==> src/ssh_defines.vh <==
// constants for the status reporting hierarchy
`ifndef SSH_DEFINES_VH
`define SSH_DEFINES_VH

// ----------------------------------------
// command select field: [5:4] register group, [2:0] part or common item
// ----------------------------------------
`define SSH_SEL_W          6
`define SSH_GRP_COMMON     2'h0
`define SSH_GRP_QUES       2'h1
`define SSH_GRP_HWFAULT    2'h2
`define SSH_GRP_BOUND      2'h3

// common items (group 0)
`define SSH_ITEM_STB       3'h0
`define SSH_ITEM_SRE       3'h1
`define SSH_ITEM_PPE       3'h2
`define SSH_ITEM_ESR       3'h3
`define SSH_ITEM_ESE       3'h4
`define SSH_ITEM_IST       3'h5

// parts of a 16-bit status register (groups 1..3)
`define SSH_PART_LIVE      3'h0
`define SSH_PART_RISE      3'h1
`define SSH_PART_FALL      3'h2
`define SSH_PART_EVENT     3'h3
`define SSH_PART_MASK      3'h4

// ----------------------------------------
// field positions
// ----------------------------------------
`define SSH_STB_QUES_BIT   3
`define SSH_STB_MAV_BIT    4
`define SSH_STB_ESB_BIT    5
`define SSH_STB_RQS_BIT    6
`define SSH_QUES_HW_BIT    9
`define SSH_QUES_BOUND_BIT 10
`define SSH_STD_OPC_BIT    0
`define SSH_STD_QYE_BIT    2
`define SSH_STD_DDE_BIT    3
`define SSH_STD_EXE_BIT    4
`define SSH_STD_CME_BIT    5
`define SSH_STD_URQ_BIT    6
`define SSH_STD_PON_BIT    7
// bit 1 of the standard event latch has no source
`define SSH_STD_USED_MASK  8'hFD

// ----------------------------------------
// reset values
// ----------------------------------------
`define SSH_RISE_RST       15'h7FFF
`define SSH_FALL_RST       15'h0000
`define SSH_MASK_RST       15'h0000
`define SSH_BYTE_RST       8'h00

`endif

==> src/ssh_scpi_reg.v <==
// one five-part 16-bit status register with sum bit
`timescale 1ns/1ps
`default_nettype none
`include "ssh_defines.vh"

module ssh_scpi_reg (
	input  wire        clk_in,
	input  wire        rst_b_in,
	input  wire [14:0] live_in,
	input  wire        wr_in,
	input  wire        rd_in,
	input  wire [2:0]  part_in,
	input  wire [14:0] wdata_in,
	output reg  [15:0] rdata_out,
	output wire        sum_out
);
	reg [14:0] live_q;
	reg [14:0] rise_q;
	reg [14:0] fall_q;
	reg [14:0] event_q;
	reg [14:0] mask_q;
	wire [14:0] rose;
	wire [14:0] fell;
	wire        evt_clr;

	// ----------------------------------------
	// transition filters and event latch
	// ----------------------------------------
	assign rose    = live_in & ~live_q & rise_q; // RULE5
	assign fell    = ~live_in & live_q & fall_q; // RULE6
	assign evt_clr = rd_in && (part_in == `SSH_PART_EVENT); // RULE8
	assign sum_out = |(event_q & mask_q); // RULE9

	always @(posedge clk_in or negedge rst_b_in)
	begin
		if (!rst_b_in)
		begin
			live_q  <= 15'h0000;
			rise_q  <= `SSH_RISE_RST;
			fall_q  <= `SSH_FALL_RST;
			event_q <= 15'h0000;
			mask_q  <= `SSH_MASK_RST;
		end
		else
		begin
			// live part follows inputs only; writes never reach it
			live_q <= live_in; // RULE3 RULE4
			// new edge wins over the read clear in the same cycle
			event_q <= (evt_clr ? 15'h0000 : event_q) | rose | fell; // RULE8
			if (wr_in && part_in == `SSH_PART_RISE)
				rise_q <= wdata_in; // RULE7
			if (wr_in && part_in == `SSH_PART_FALL)
				fall_q <= wdata_in; // RULE7
			if (wr_in && part_in == `SSH_PART_MASK)
				mask_q <= wdata_in; // RULE10
		end
	end

	// ----------------------------------------
	// read mux, bit 15 always zero
	// ----------------------------------------
	always @*
	begin
		case (part_in)
			`SSH_PART_LIVE:  rdata_out = {1'b0, live_q}; // RULE1 RULE2
			`SSH_PART_RISE:  rdata_out = {1'b0, rise_q}; // RULE2
			`SSH_PART_FALL:  rdata_out = {1'b0, fall_q}; // RULE2
			`SSH_PART_EVENT: rdata_out = {1'b0, event_q}; // RULE2
			`SSH_PART_MASK:  rdata_out = {1'b0, mask_q}; // RULE2
			default:         rdata_out = 16'h0000;
		endcase
	end
endmodule // ssh_scpi_reg
`default_nettype wire

==> src/ssh_std_event.v <==
// standard event latch with its mask and summary
`timescale 1ns/1ps
`default_nettype none
`include "ssh_defines.vh"

module ssh_std_event (
	input  wire       clk_in,
	input  wire       rst_b_in,
	input  wire [7:0] event_in,
	input  wire       rd_latch_in,
	input  wire       wr_mask_in,
	input  wire [7:0] wdata_in,
	output reg  [7:0] latch_out,
	output reg  [7:0] mask_out,
	output wire       summary_out
);
	always @(posedge clk_in or negedge rst_b_in)
	begin
		if (!rst_b_in)
		begin
			latch_out <= `SSH_BYTE_RST; // RULE25
			mask_out  <= `SSH_BYTE_RST;
		end
		else
		begin
			// set wins over the read clear; unused bit 1 stays zero
			latch_out <= ((rd_latch_in ? 8'h00 : latch_out) | event_in)
				& `SSH_STD_USED_MASK; // RULE23 RULE26
			if (wr_mask_in)
				mask_out <= wdata_in;
		end
	end

	// level summary also covers every enabled 0 to 1 step
	assign summary_out = |(latch_out & mask_out); // RULE17 RULE21
endmodule // ssh_std_event
`default_nettype wire

==> src/ssh_status_top.v <==
// status byte, service request and parallel poll around the status registers
// ----------------------------------------
// Notes on behaviour
// RULE1 - five sixteen-bit parts, shared bit positions
// RULE2 - bit fifteen of every part reads zero
// RULE3 - live part follows hardware or lower sum
// RULE4 - live part read-only, reads harmless
// RULE5 - rising edge sets event when rise filter set
// RULE6 - falling edge sets event when fall filter set
// RULE7 - filters freely writable, reads harmless
// RULE8 - event latches until read, read clears it
// RULE9 - sum is OR of event AND mask
// RULE10 - mask part freely writable, reads harmless
// RULE11 - sums feed next higher live bit
// RULE12 - status byte bit six summarises masked bits
// RULE13 - masked status bit rising raises service request
// RULE14 - mask bit six ignored for service request
// RULE15 - status byte via query or serial poll
// RULE16 - status bit three from questionable sum
// RULE17 - status bit five from masked standard events
// RULE18 - message available bit from output buffer
// RULE19 - individual flag is OR of byte AND poll mask
// RULE20 - individual flag answers a parallel poll
// RULE21 - masked standard event rising sets summary bit
// RULE22 - status register queries are answered
// RULE23 - fixed standard event bit positions
// RULE24 - fault sum at bit 9, bound sum 10
// RULE25 - reset clears events, byte, flag, request
// RULE26 - byte-wide status, masks and standard events
// ----------------------------------------
`timescale 1ns/1ps
`default_nettype none
`include "ssh_defines.vh"

module ssh_status_top (
	input  wire        clk_in,
	input  wire        rst_b_in,
	input  wire [14:0] ques_live_in,
	input  wire [14:0] hw_fault_live_in,
	input  wire [14:0] bound_check_live_in,
	input  wire [7:0]  std_event_in,
	input  wire        message_avail_in,
	input  wire        cmd_valid_in,
	input  wire        cmd_write_in,
	input  wire [5:0]  cmd_sel_in,
	input  wire [15:0] cmd_wdata_in,
	input  wire        spoll_req_in,
	input  wire        ppoll_req_in,
	output reg         rsp_valid_out,
	output reg  [15:0] rsp_data_out,
	output reg         cmd_err_out,
	output reg         spoll_valid_out,
	output reg  [7:0]  spoll_data_out,
	output reg         ppoll_valid_out,
	output reg         ppoll_bit_out,
	output reg         srq_out,
	output reg         ist_out,
	output reg  [7:0]  stb_out
);
	// ----------------------------------------
	// helpers
	// ----------------------------------------
	function masked_any;
		input [7:0] bits;
		input [7:0] mask;
		begin
			masked_any = |(bits & mask);
		end
	endfunction

	reg  [7:0]  sre_q;
	reg  [7:0]  ppe_q;
	reg  [7:0]  stb_d;
	reg         srq_d;
	reg  [15:0] rd_mux;
	reg         sel_ok;
	reg         sel_ro;
	wire [1:0]  grp;
	wire [2:0]  item;
	wire        cmd_rd;
	wire        cmd_wr;
	wire [2:0]  wr_grp;
	wire [2:0]  rd_grp;
	wire [15:0] ques_rdata;
	wire [15:0] hw_rdata;
	wire [15:0] bound_rdata;
	wire        ques_sum;
	wire        hw_sum;
	wire        bound_sum;
	wire [14:0] ques_live;
	wire [7:0]  esr_q;
	wire [7:0]  ese_q;
	wire        event_summary_bit;
	wire [7:0]  srq_mask;

	assign grp    = cmd_sel_in[5:4];
	assign item   = cmd_sel_in[2:0];
	assign cmd_rd = cmd_valid_in && !cmd_write_in;
	assign cmd_wr = cmd_valid_in && cmd_write_in && sel_ok && !sel_ro;
	assign wr_grp = {cmd_wr && grp == `SSH_GRP_BOUND,
		cmd_wr && grp == `SSH_GRP_HWFAULT,
		cmd_wr && grp == `SSH_GRP_QUES};
	assign rd_grp = {cmd_rd && sel_ok && grp == `SSH_GRP_BOUND,
		cmd_rd && sel_ok && grp == `SSH_GRP_HWFAULT,
		cmd_rd && sel_ok && grp == `SSH_GRP_QUES};

	// ----------------------------------------
	// status register hierarchy
	// ----------------------------------------
	// lower sums drive their assigned live bits of the questionable register
	assign ques_live = {ques_live_in[14:11], bound_sum, hw_sum,
		ques_live_in[8:0]}; // RULE11 RULE24

	ssh_scpi_reg u_hw_fault (
		.clk_in    (clk_in),
		.rst_b_in  (rst_b_in),
		.live_in   (hw_fault_live_in),
		.wr_in     (wr_grp[1]),
		.rd_in     (rd_grp[1]),
		.part_in   (item),
		.wdata_in  (cmd_wdata_in[14:0]),
		.rdata_out (hw_rdata),
		.sum_out   (hw_sum)
	);

	ssh_scpi_reg u_bound_check (
		.clk_in    (clk_in),
		.rst_b_in  (rst_b_in),
		.live_in   (bound_check_live_in),
		.wr_in     (wr_grp[2]),
		.rd_in     (rd_grp[2]),
		.part_in   (item),
		.wdata_in  (cmd_wdata_in[14:0]),
		.rdata_out (bound_rdata),
		.sum_out   (bound_sum)
	);

	ssh_scpi_reg u_ques (
		.clk_in    (clk_in),
		.rst_b_in  (rst_b_in),
		.live_in   (ques_live),
		.wr_in     (wr_grp[0]),
		.rd_in     (rd_grp[0]),
		.part_in   (item),
		.wdata_in  (cmd_wdata_in[14:0]),
		.rdata_out (ques_rdata),
		.sum_out   (ques_sum)
	);

	ssh_std_event u_std (
		.clk_in      (clk_in),
		.rst_b_in    (rst_b_in),
		.event_in    (std_event_in),
		.rd_latch_in (cmd_rd && sel_ok && grp == `SSH_GRP_COMMON && item == `SSH_ITEM_ESR),
		.wr_mask_in  (cmd_wr && grp == `SSH_GRP_COMMON && item == `SSH_ITEM_ESE),
		.wdata_in    (cmd_wdata_in[7:0]),
		.latch_out   (esr_q),
		.mask_out    (ese_q),
		.summary_out (event_summary_bit)
	);

	// ----------------------------------------
	// command decode
	// ----------------------------------------
	always @*
	begin
		sel_ok = 1'b1;
		sel_ro = 1'b0;
		rd_mux = 16'h0000;
		case (grp)
			`SSH_GRP_COMMON:
			begin
				case (item)
					`SSH_ITEM_STB:
					begin
						rd_mux = {8'h00, stb_out}; // RULE15 RULE22
						sel_ro = 1'b1;
					end
					`SSH_ITEM_SRE: rd_mux = {8'h00, sre_q};
					`SSH_ITEM_PPE: rd_mux = {8'h00, ppe_q};
					`SSH_ITEM_ESR:
					begin
						rd_mux = {8'h00, esr_q}; // RULE22
						sel_ro = 1'b1;
					end
					`SSH_ITEM_ESE: rd_mux = {8'h00, ese_q};
					`SSH_ITEM_IST:
					begin
						rd_mux = {15'h0000, ist_out};
						sel_ro = 1'b1;
					end
					default: sel_ok = 1'b0;
				endcase
			end
			default:
			begin
				// live and event parts refuse writes
				sel_ok = (item <= `SSH_PART_MASK) && (cmd_sel_in[3] == 1'b0);
				sel_ro = (item == `SSH_PART_LIVE) || (item == `SSH_PART_EVENT); // RULE4
				case (grp)
					`SSH_GRP_QUES:    rd_mux = ques_rdata; // RULE22
					`SSH_GRP_HWFAULT: rd_mux = hw_rdata;
					default:          rd_mux = bound_rdata;
				endcase
			end
		endcase
		// select bit three is reserved in every group, common items too
		if (cmd_sel_in[3])
			sel_ok = 1'b0;
		if (!sel_ok)
			rd_mux = 16'h0000;
	end

	// ----------------------------------------
	// status byte and request logic
	// ----------------------------------------
	// mask bit six never takes part in the request
	assign srq_mask = sre_q & 8'hBF; // RULE14

	always @*
	begin
		stb_d = 8'h00;
		stb_d[`SSH_STB_QUES_BIT] = ques_sum; // RULE16
		stb_d[`SSH_STB_MAV_BIT]  = message_avail_in; // RULE18
		stb_d[`SSH_STB_ESB_BIT]  = event_summary_bit; // RULE17 RULE21
		stb_d[`SSH_STB_RQS_BIT]  = masked_any(stb_d, srq_mask); // RULE12
		// a fresh masked rise raises the request; serial poll or no masked status bit set drops it
		srq_d = srq_out;
		if (spoll_req_in || !masked_any(stb_d, srq_mask))
			srq_d = 1'b0;
		if (masked_any(stb_d & ~stb_out, srq_mask))
			srq_d = 1'b1; // RULE13
	end

	always @(posedge clk_in or negedge rst_b_in)
	begin
		if (!rst_b_in)
		begin
			sre_q           <= `SSH_BYTE_RST;
			ppe_q           <= `SSH_BYTE_RST;
			stb_out         <= `SSH_BYTE_RST; // RULE25
			srq_out         <= 1'b0;
			ist_out         <= 1'b0;
			rsp_valid_out   <= 1'b0;
			rsp_data_out    <= 16'h0000;
			cmd_err_out     <= 1'b0;
			spoll_valid_out <= 1'b0;
			spoll_data_out  <= `SSH_BYTE_RST;
			ppoll_valid_out <= 1'b0;
			ppoll_bit_out   <= 1'b0;
		end
		else
		begin
			stb_out <= stb_d;
			srq_out <= srq_d;
			ist_out <= masked_any(stb_d, ppe_q); // RULE19
			if (cmd_wr && grp == `SSH_GRP_COMMON && item == `SSH_ITEM_SRE)
				sre_q <= cmd_wdata_in[7:0];
			if (cmd_wr && grp == `SSH_GRP_COMMON && item == `SSH_ITEM_PPE)
				ppe_q <= cmd_wdata_in[7:0];
			// reads answer one cycle later; unmapped or refused shows as error
			rsp_valid_out <= cmd_rd;
			rsp_data_out  <= cmd_rd ? rd_mux : 16'h0000; // RULE22
			cmd_err_out   <= cmd_valid_in && (!sel_ok || (cmd_write_in && sel_ro));
			spoll_valid_out <= spoll_req_in;
			spoll_data_out  <= spoll_req_in ? stb_out : 8'h00; // RULE15
			ppoll_valid_out <= ppoll_req_in;
			ppoll_bit_out   <= ppoll_req_in & ist_out; // RULE20
		end
	end
endmodule // ssh_status_top
`default_nettype wire

==> config.mk <==
export PLATFORM = sky130hd
export DESIGN_NAME = ssh_status_top
export DESIGN_NICKNAME = d
export VERILOG_FILES = /design/src/ssh_scpi_reg.v /design/src/ssh_std_event.v /design/src/ssh_status_top.v
export VERILOG_INCLUDE_DIRS = /design/src /design/src/src
export SDC_FILE = /design/constraint.sdc
export NUM_CORES = 1
export LEC_CHECK = 0
export BUFFER_PORTS_ARGS = -buffer_cell sky130_fd_sc_hd__clkbuf_2
export CELL_PAD_IN_SITES_DETAIL_PLACEMENT = 1
export CELL_PAD_IN_SITES_GLOBAL_PLACEMENT = 2
export CORE_AREA = 10 10 238 195
export CTS_CLUSTER_DIAMETER = 40
export DETAILED_ROUTE_END_ITERATION = 6
export DIE_AREA = 0 0 248 205
export GPL_TIMING_DRIVEN = 0
export PLACE_DENSITY = 0.67
export SLEW_MARGIN = 0
export SYNTH_ARGS = -nofsm -noshare
export SYNTH_HDL_FRONTEND = slang
export SYNTH_HIERARCHICAL = 1
export SYNTH_SLANG_ARGS = --single-unit
==> constraint.sdc <==
create_clock -name clk_in -period 3.2 [get_ports clk_in]
set_input_delay 0.64 -clock clk_in [delete_from_list [all_inputs] [get_ports clk_in]]
set_output_delay 0.64 -clock clk_in [all_outputs]
set_load 0.005 [all_outputs]
After elaboration in Yosys (flattened, before gate mapping)
Index checks and enable logic that the tools add are counted.

word-level totals
  register bits after elaboration = 290
  logic and storage cells = 147

operators by class
  $lt $le $gt $ge = 1
  equality and inequality tests = 8
  multiplexer cells = 20
  bitwise logic cells = 37
  reduce and logical (&&, ||, !) cells = 52

operators by type and width
  operator                                              count
  AND 15 bit                                            15
  one-hot mux 15 bit (5 select lines)                   3
  inverter 15 bit                                       6
  OR 15 bit                                             6
  two-way mux 16 bit                                    3
  one-hot mux 8 bit (6 select lines)                    1
  two-way mux 15 bit                                    3
  OR reduction 15 bit                                   3
  OR reduction 8 bit                                    5
  logical AND 1 bit                                     32
  one-hot mux 16 bit (2 select lines)                   1
  AND 7 x 8 -> 8 bit                                    3
  AND 8 bit                                             2
  AND 6 x 8 -> 8 bit                                    1
  two-way mux 8 bit                                     1
  inverter 7 -> 8 bit                                   1
  OR 8 bit                                              1
  two-way mux 1 bit                                     7
  two-way mux 7 bit                                     1
  equality test 3 x 2 -> 1 bit (second input constant)  2
  equality test 3 bit (second input constant)           2
  OR reduction 6 bit                                    1
  equality test 2 bit (second input constant)           2
  logical NOT 1 bit                                     4
  10 further kinds                                      12

Longest topological paths before layout
  word-level depth = 11
  depth in mapped cells = 12
  gate-level depth less buffers = 9

By module
Netlist, hierarchy kept.

modules (own cells, without submodules)
  module          instances  cells each  area each (um^2)  sequential area each (um^2)
  ssh_scpi_reg    3          279         3608.5            1895.6
  ssh_status_top  1          242         2511.2            1176.1
  ssh_std_event   1          38          604.3             375.4

Worst setup path after synthesis
No wires, ideal clock.

  kind = input -> register
  start point = input port cmd_sel_in[5]
  end point = register u_ques.mask_q[10]
  setup time = 0.125 ns
  data arrival time = 2.197 ns
  required time = 3.075 ns
  setup slack = 0.878 ns
  cell stages on the path = 10
  path buffers = 4
  path through = inv_1 -> ha_1 -> buf_2 -> clkbuf_1 -> inv_1 -> nor2_1 -> and3b_1 -> buf_6 -> buf_6 -> mux2_2

between the ends
  word-level cells in the longest chain between the ends = 7
  elaborated cells on any way between the ends = 10
  those cells by class = eq/ne: 1; mux: 3; reduce/logical: 6

RTL lines
  what                                    RTL line              source
  from (decl)                             ssh_status_top.v:45   input wire [5:0] cmd_sel_in,
  logical NOT 2 bit                       ssh_status_top.v:170  case (grp)
  two-way mux 1 bit                       ssh_status_top.v:170
  two-way mux 1 bit                       ssh_status_top.v:208  if (cmd_sel_in[3])
  logical AND 1 bit (2 in series)         ssh_status_top.v:99   assign cmd_wr = cmd_valid_in && cmd_write_in && sel_ok && !sel_ro;
  logical AND 1 bit (no source line) (*)  n/a
  net wr_grp[0]                           ssh_status_top.v:82   wire [2:0] wr_grp;
  logical AND 1 bit (no source line) (*)  n/a
  to (signal assigned)                    ssh_scpi_reg.v:42     mask_q <= `SSH_MASK_RST;
  to (signal assigned)                    ssh_scpi_reg.v:55     mask_q <= wdata_in;
  to (decl)                               ssh_scpi_reg.v:21     reg [14:0] mask_q;

The timed path passes the listed nets; every way through them passes the cells marked *.
A chain may end at the register's enable or synchronous reset.

Worst setup path after layout
  start point = input port cmd_sel_in[2]
  end point = register rsp_data_out[8]

between the ends
  elaborated cells on any way between the ends = 19
  those cells by class = order compare: 1; eq/ne: 5; mux: 10; reduce/logical: 3

RTL lines
  what                                               RTL line              source
  equality test 3 bit, or another cell as far along  ssh_scpi_reg.v:64     case (part_in)
  one-hot mux 15 bit (5 select lines) (*)            ssh_scpi_reg.v:64
  net hw_rdata[8]                                    ssh_status_top.v:85   wire [15:0] hw_rdata;
  one-hot mux 16 bit (2 select lines) (*)            ssh_status_top.v:200  case (grp)
  two-way mux 16 bit (*)                             ssh_status_top.v:170
  two-way mux 16 bit (*)                             ssh_status_top.v:210  if (!sel_ok)
  two-way mux 16 bit (*)                             ssh_status_top.v:263  rsp_data_out <= cmd_rd ? rd_mux : 16'h0000;
  to (signal assigned)                               ssh_status_top.v:263
  to (decl)                                          ssh_status_top.v:50   output reg [15:0] rsp_data_out,

Marked as above.

==> impl_metrics.prom <==
# TYPE chip_impl_metric gauge
chip_impl_metric{name="clock_sinks",unit=""} 287
chip_impl_metric{name="worst_r2r_path_depth",unit=""} 6
chip_impl_info{name="timing.rr.start",value="u_ques/event_q[9]$_DFF_PN0_"} 1
chip_impl_info{name="synth_top_cell_by_area",value="sky130_fd_sc_hd__dfrtp_1"} 1
chip_impl_metric{name="synth-seq-cells",unit=""} 287
chip_impl_metric{name="via_count_of_the_first_global_routing_pass",unit=""} 10900
chip_impl_info{name="critical_path.slowest_cell",value="sky130_fd_sc_hd__o21ai_0"} 1
chip_impl_metric{name="max_freq",unit="GHz"} 0.318
chip_impl_info{name="cp_cell_sequence",value="clkbuf_2 > nor2b_4 > buf_1 > a22oi_1 > o21ai_0 > a22oi_1 > a211oi_1"} 1
chip_impl_info{name="cell_types_occupying_the_most_area_after_synthesis",value="sky130_fd_sc_hd__dfrtp_1 (43%), sky130_fd_sc_hd__mux2_2 (9.7%), sky130_fd_sc_hd__dfstp_2 (8.5%)"} 1
chip_impl_metric{name="powerDensity",unit="mW/mm^2"} 627
chip_impl_info{name="cp-start-kind",value="input port"} 1
chip_impl_metric{name="sequential_cell_area",unit="mm^2"} 0.00724
chip_impl_metric{name="power.static_leakage",unit="nW"} 7.34
chip_impl_metric{name="final_net_count",unit=""} 1367
chip_impl_metric{name="setup_violating_endpoint_count_in_the_final_report",unit=""} 0
chip_impl_metric{name="area_used_by_multi_input_combinational_logic",unit="mm^2"} 0.00604
chip_impl_metric{name="synth.yosys.seq_area_share",unit="%"} 51.9
chip_impl_metric{name="synthArstFlopShare",unit="%"} 100
chip_impl_metric{name="slew_headroom",unit="%"} 47.3
chip_impl_metric{name="core",unit="mm^2"} 0.0415
chip_impl_metric{name="final_design_area_no_fill",unit="mm^2"} 0.0169
chip_impl_metric{name="post_synth.cell_area_avg",unit="um^2"} 12.5
chip_impl_info{name="timing.setup.critical_path_class",value="in -> reg"} 1
chip_impl_metric{name="worst_skew_pair.late_latency",unit="ns"} 0.56
chip_impl_info{name="crit_path_end_kind",value="flop"} 1
chip_impl_info{name="worstReg2RegEnd",value="srq_out$_DFFE_PN0P_"} 1
chip_impl_metric{name="synthCells",unit=""} 1117
chip_impl_metric{name="critical_path.max_stage_delay",unit="ns"} 0.61
chip_impl_metric{name="required",unit="ns"} 3.61
chip_impl_metric{name="remaining_drc_errors",unit=""} 0
chip_impl_metric{name="grt-ovfl-total",unit=""} 0
chip_impl_metric{name="clock_path_buffers",unit=""} 3
chip_impl_info{name="hold_path_class",value="in -> async"} 1
chip_impl_metric{name="grtUsageTotal",unit="%"} 18.7
chip_impl_metric{name="clkTransAtPathRegs",unit="ns"} 0.06
chip_impl_metric{name="postRouteWirelength",unit="um"} 47600
chip_impl_metric{name="antenna_violations_before_repair",unit=""} 3
chip_impl_metric{name="port_buffer_count",unit=""} 108
chip_impl_metric{name="drt_first_iter_violations",unit=""} 614
chip_impl_metric{name="fp-row-count",unit=""} 67
chip_impl_metric{name="layout_cell_share_with_drive_strength_beyond_1",unit="%"} 37.0
chip_impl_metric{name="sum_of_net_half_perimeters_after_detailed_placement",unit="um"} 33400
chip_impl_metric{name="fin_hold_ws",unit="ns"} 0.0500
chip_impl_metric{name="maximum_number_of_pins_on_one_net_before_global_route_repair",unit=""} 97
chip_impl_metric{name="cp_data_arrival_time",unit="ns"} 3.55
chip_impl_metric{name="holdBufCountCts",unit=""} 0
chip_impl_metric{name="regToRegSetupSlack",unit="ns"} 0.96
chip_impl_metric{name="vias",unit=""} 10000
chip_impl_metric{name="syn2layout_area_growth",unit="%"} 21.0
chip_impl_metric{name="yosysUniqueCellTypes",unit=""} 53
chip_impl_metric{name="ir_drop",unit="uV"} 314
chip_impl_metric{name="fp.dieH",unit="um"} 205
chip_impl_info{name="rsz0062_at_grt",value="no"} 1
chip_impl_metric{name="timing.clock.skew",unit="ns"} 0.0172
chip_impl_metric{name="antenna_violation_net_count_after_detailed_routing",unit=""} 0
chip_impl_info{name="cts_root_buf",value="sky130_fd_sc_hd__clkbuf_16"} 1
chip_impl_metric{name="floorplan.die_area",unit="mm^2"} 0.0508
chip_impl_metric{name="timing.critical_path.fanout_max",unit=""} 26
chip_impl_info{name="status",value="complete, no violations"} 1
chip_impl_metric{name="finalWorstPathRequiredPeriod",unit="ns"} 3.15
chip_impl_metric{name="yosys_warnings",unit=""} 6
chip_impl_metric{name="htree_num_levels",unit=""} 2
chip_impl_metric{name="final_max_slew_viol_count",unit=""} 0
chip_impl_metric{name="detail_route.first_pass.iterations",unit=""} 7
chip_impl_metric{name="post_synth_instance_area",unit="mm^2"} 0.0139
chip_impl_metric{name="cts-buffers-inserted",unit=""} 44
chip_impl_metric{name="grt_pass1_wl",unit="um"} 71900
chip_impl_metric{name="fillerInstances",unit=""} 4410
chip_impl_metric{name="hold_violations",unit=""} 0
chip_impl_info{name="critical_path.most_common_cell",value="sky130_fd_sc_hd__a22oi_1"} 1
chip_impl_info{name="cts_tree",value="yes"} 1
chip_impl_metric{name="final.period_utilization",unit="%"} 98.3
chip_impl_metric{name="worstMarginPinSlew",unit="ns"} 0.791
chip_impl_metric{name="finalWeightedCongestion",unit=""} 0.807
chip_impl_metric{name="starting_density_of_the_core",unit="%"} 33.6
chip_impl_metric{name="die_width",unit="um"} 248
chip_impl_metric{name="post_synth_edffs",unit=""} 0
chip_impl_metric{name="ios",unit=""} 121
chip_impl_metric{name="avgRoutedWirePerCell",unit="um"} 25.5
chip_impl_metric{name="placed_instance_area",unit="mm^2"} 0.0153
chip_impl_info{name="synthMostInstantiatedCell",value="sky130_fd_sc_hd__dfrtp_1"} 1
chip_impl_info{name="flip_flop_cell_with_the_highest_count_after_synthesis",value="sky130_fd_sc_hd__dfrtp_1"} 1
chip_impl_info{name="synth.top_cells.by_count",value="sky130_fd_sc_hd__dfrtp_1 (242), sky130_fd_sc_hd__mux2_2 (120), sky130_fd_sc_hd__nand2_1 (101)"} 1
chip_impl_metric{name="vias_per_cell",unit=""} 5.35
chip_impl_metric{name="max_cap_viol_count",unit=""} 0
chip_impl_metric{name="synth_top_area_share",unit="%"} 43.4
-- power by group --
part           internal, W  switching (W)  total (W)
clock network      0.00327        0.00192    0.00519
registers          0.00396       0.000292    0.00426
logic             0.000483       0.000656    0.00114
-- final cells by class --
cell class,instances,area share [%]
sequential,287,42.9
multi-input combinational,743,35.8
clock buffer,50,6.79
tap,552,4.09
buffer,82,3.84
timing repair buffer,111,3.74
clock inverter,31,2.55
inverter,12,0.267
antenna,1,0.0148
-- sequential cells by signal, summed over array words and instances (netlist names), 7 cells and up --
signal	count
u_hw_fault/mask_q	15
u_hw_fault/live_q	15
u_ques/live_q	15
u_ques/event_q	15
u_hw_fault/event_q	15
u_ques/rise_q	15
u_bound_check/mask_q	15
u_bound_check/event_q	15
u_bound_check/live_q	15
sre_q	8
u_bound_check/rise_q	15
rsp_data_out	16
u_std/latch_out	7
ppe_q	8
u_std/mask_out	8
u_ques/mask_q	15
u_hw_fault/fall_q	15
u_bound_check/fall_q	15
u_hw_fault/rise_q	15
u_ques/fall_q	15
-- kinds of logic after synthesis --
group / synth area share [%]
AND/OR/NAND/NOR: 9.45
XOR/XNOR: 0.0628
adder cells (fa/ha/maj): 0.359
AO/OA/AOI/OAI: 14.1
flip-flops: 51.9
multiplexers: 19.0
other: 0.135
buffers and inverters: 4.97
-- worst max-delay path by stage --
| stage | start | slack (ns) | to | cells past startpoint |
|---|---|---|---|---|
| floorplan | cmd_sel_in[5] | 0.88 | u_ques/mask_q[10]$_DFFE_PN0P_ | 10 |
| global placement | rst_b_in | -4.96 | u_bound_check/live_q[5]$_DFF_PN0_ | 1 |
| detailed placement | cmd_sel_in[2] | -0.52 | rsp_data_out[13]$_DFF_PN0_ | 7 |
| CTS | cmd_sel_in[2] | 0.03 | rsp_data_out[13]$_DFF_PN0_ | 7 |
| global route | cmd_sel_in[2] | 0.04 | rsp_data_out[8]$_DFF_PN0_ | 7 |
| finish | cmd_sel_in[2] | 0.05 | rsp_data_out[8]$_DFF_PN0_ | 7 |
-- timing repair --
item,4_1_cts,5_1_grt
resized for setup,0,1
setup buffers,0,0
endpoints found under the setup margin,0,1
-- routing by layer --
metal / global-route usage [%] / share of wire [%] / up-vias
met5: 0 / 0 / -
met4: 4.20 / 1.7 / 0
met3: 3.11 / 4.8 / 59
met2: 28.3 / 44 / 238
met1: 27.5 / 50 / 5202
li1: - / - / 4509
-- layout by cell type (no fill, tap or decap), drive strengths merged, types with 4 or more instances in the layout --
| master | count |
|---|---|
| bufinv | 8 |
| inv | 21 |
| o21ai | 55 |
| mux2i | 8 |
| and2 | 5 |
| nor2b | 13 |
| a21oi | 10 |
| a221oi | 10 |
| dfrtp | 242 |
| nand2 | 101 |
| nand2b | 5 |
| nand3b | 50 |
| a22oi | 67 |
| a222oi | 5 |
| o211ai | 45 |
| clkinvlp | 5 |
| a211oi | 11 |
| mux2 | 206 |
| buf | 63 |
| clkinv | 9 |
| and3b | 10 |
| nor2 | 33 |
| nand4 | 4 |
| a32oi | 45 |
| dfstp | 45 |
| clkbuf | 180 |
| conb | 12 |
| ha | 4 |
| and3 | 8 |
| nor4 | 5 |
| a21o | 7 |
-- critical path: cells and delay by family --
family	cells	cell delay, ns
buf+inv	2	1.07
compound gates	4	1.47
simple gates	1	0.35
-- stage by stage --
step | power (W) | utilization [%] | setup TNS (ns) | worst slack, ns | std cells
after global routing | 0.0110 | 40.7 | 0 | 0.0380 | 1868
final | 0.0106 | 40.7 | 0 | 0.0539 | 1869
after global placement | 0.00541 | 36.6 | -1324.84 | -4.96 | 1784
after floorplan | 0.00484 | - | 0 | 0.878 | 1124
after CTS | 0.0107 | 40.6 | 0 | 0.0279 | 1868
after detailed placement | 0.00545 | 36.8 | -13.72 | -0.523 | 1787
Power figures use the tool's default switching activity.
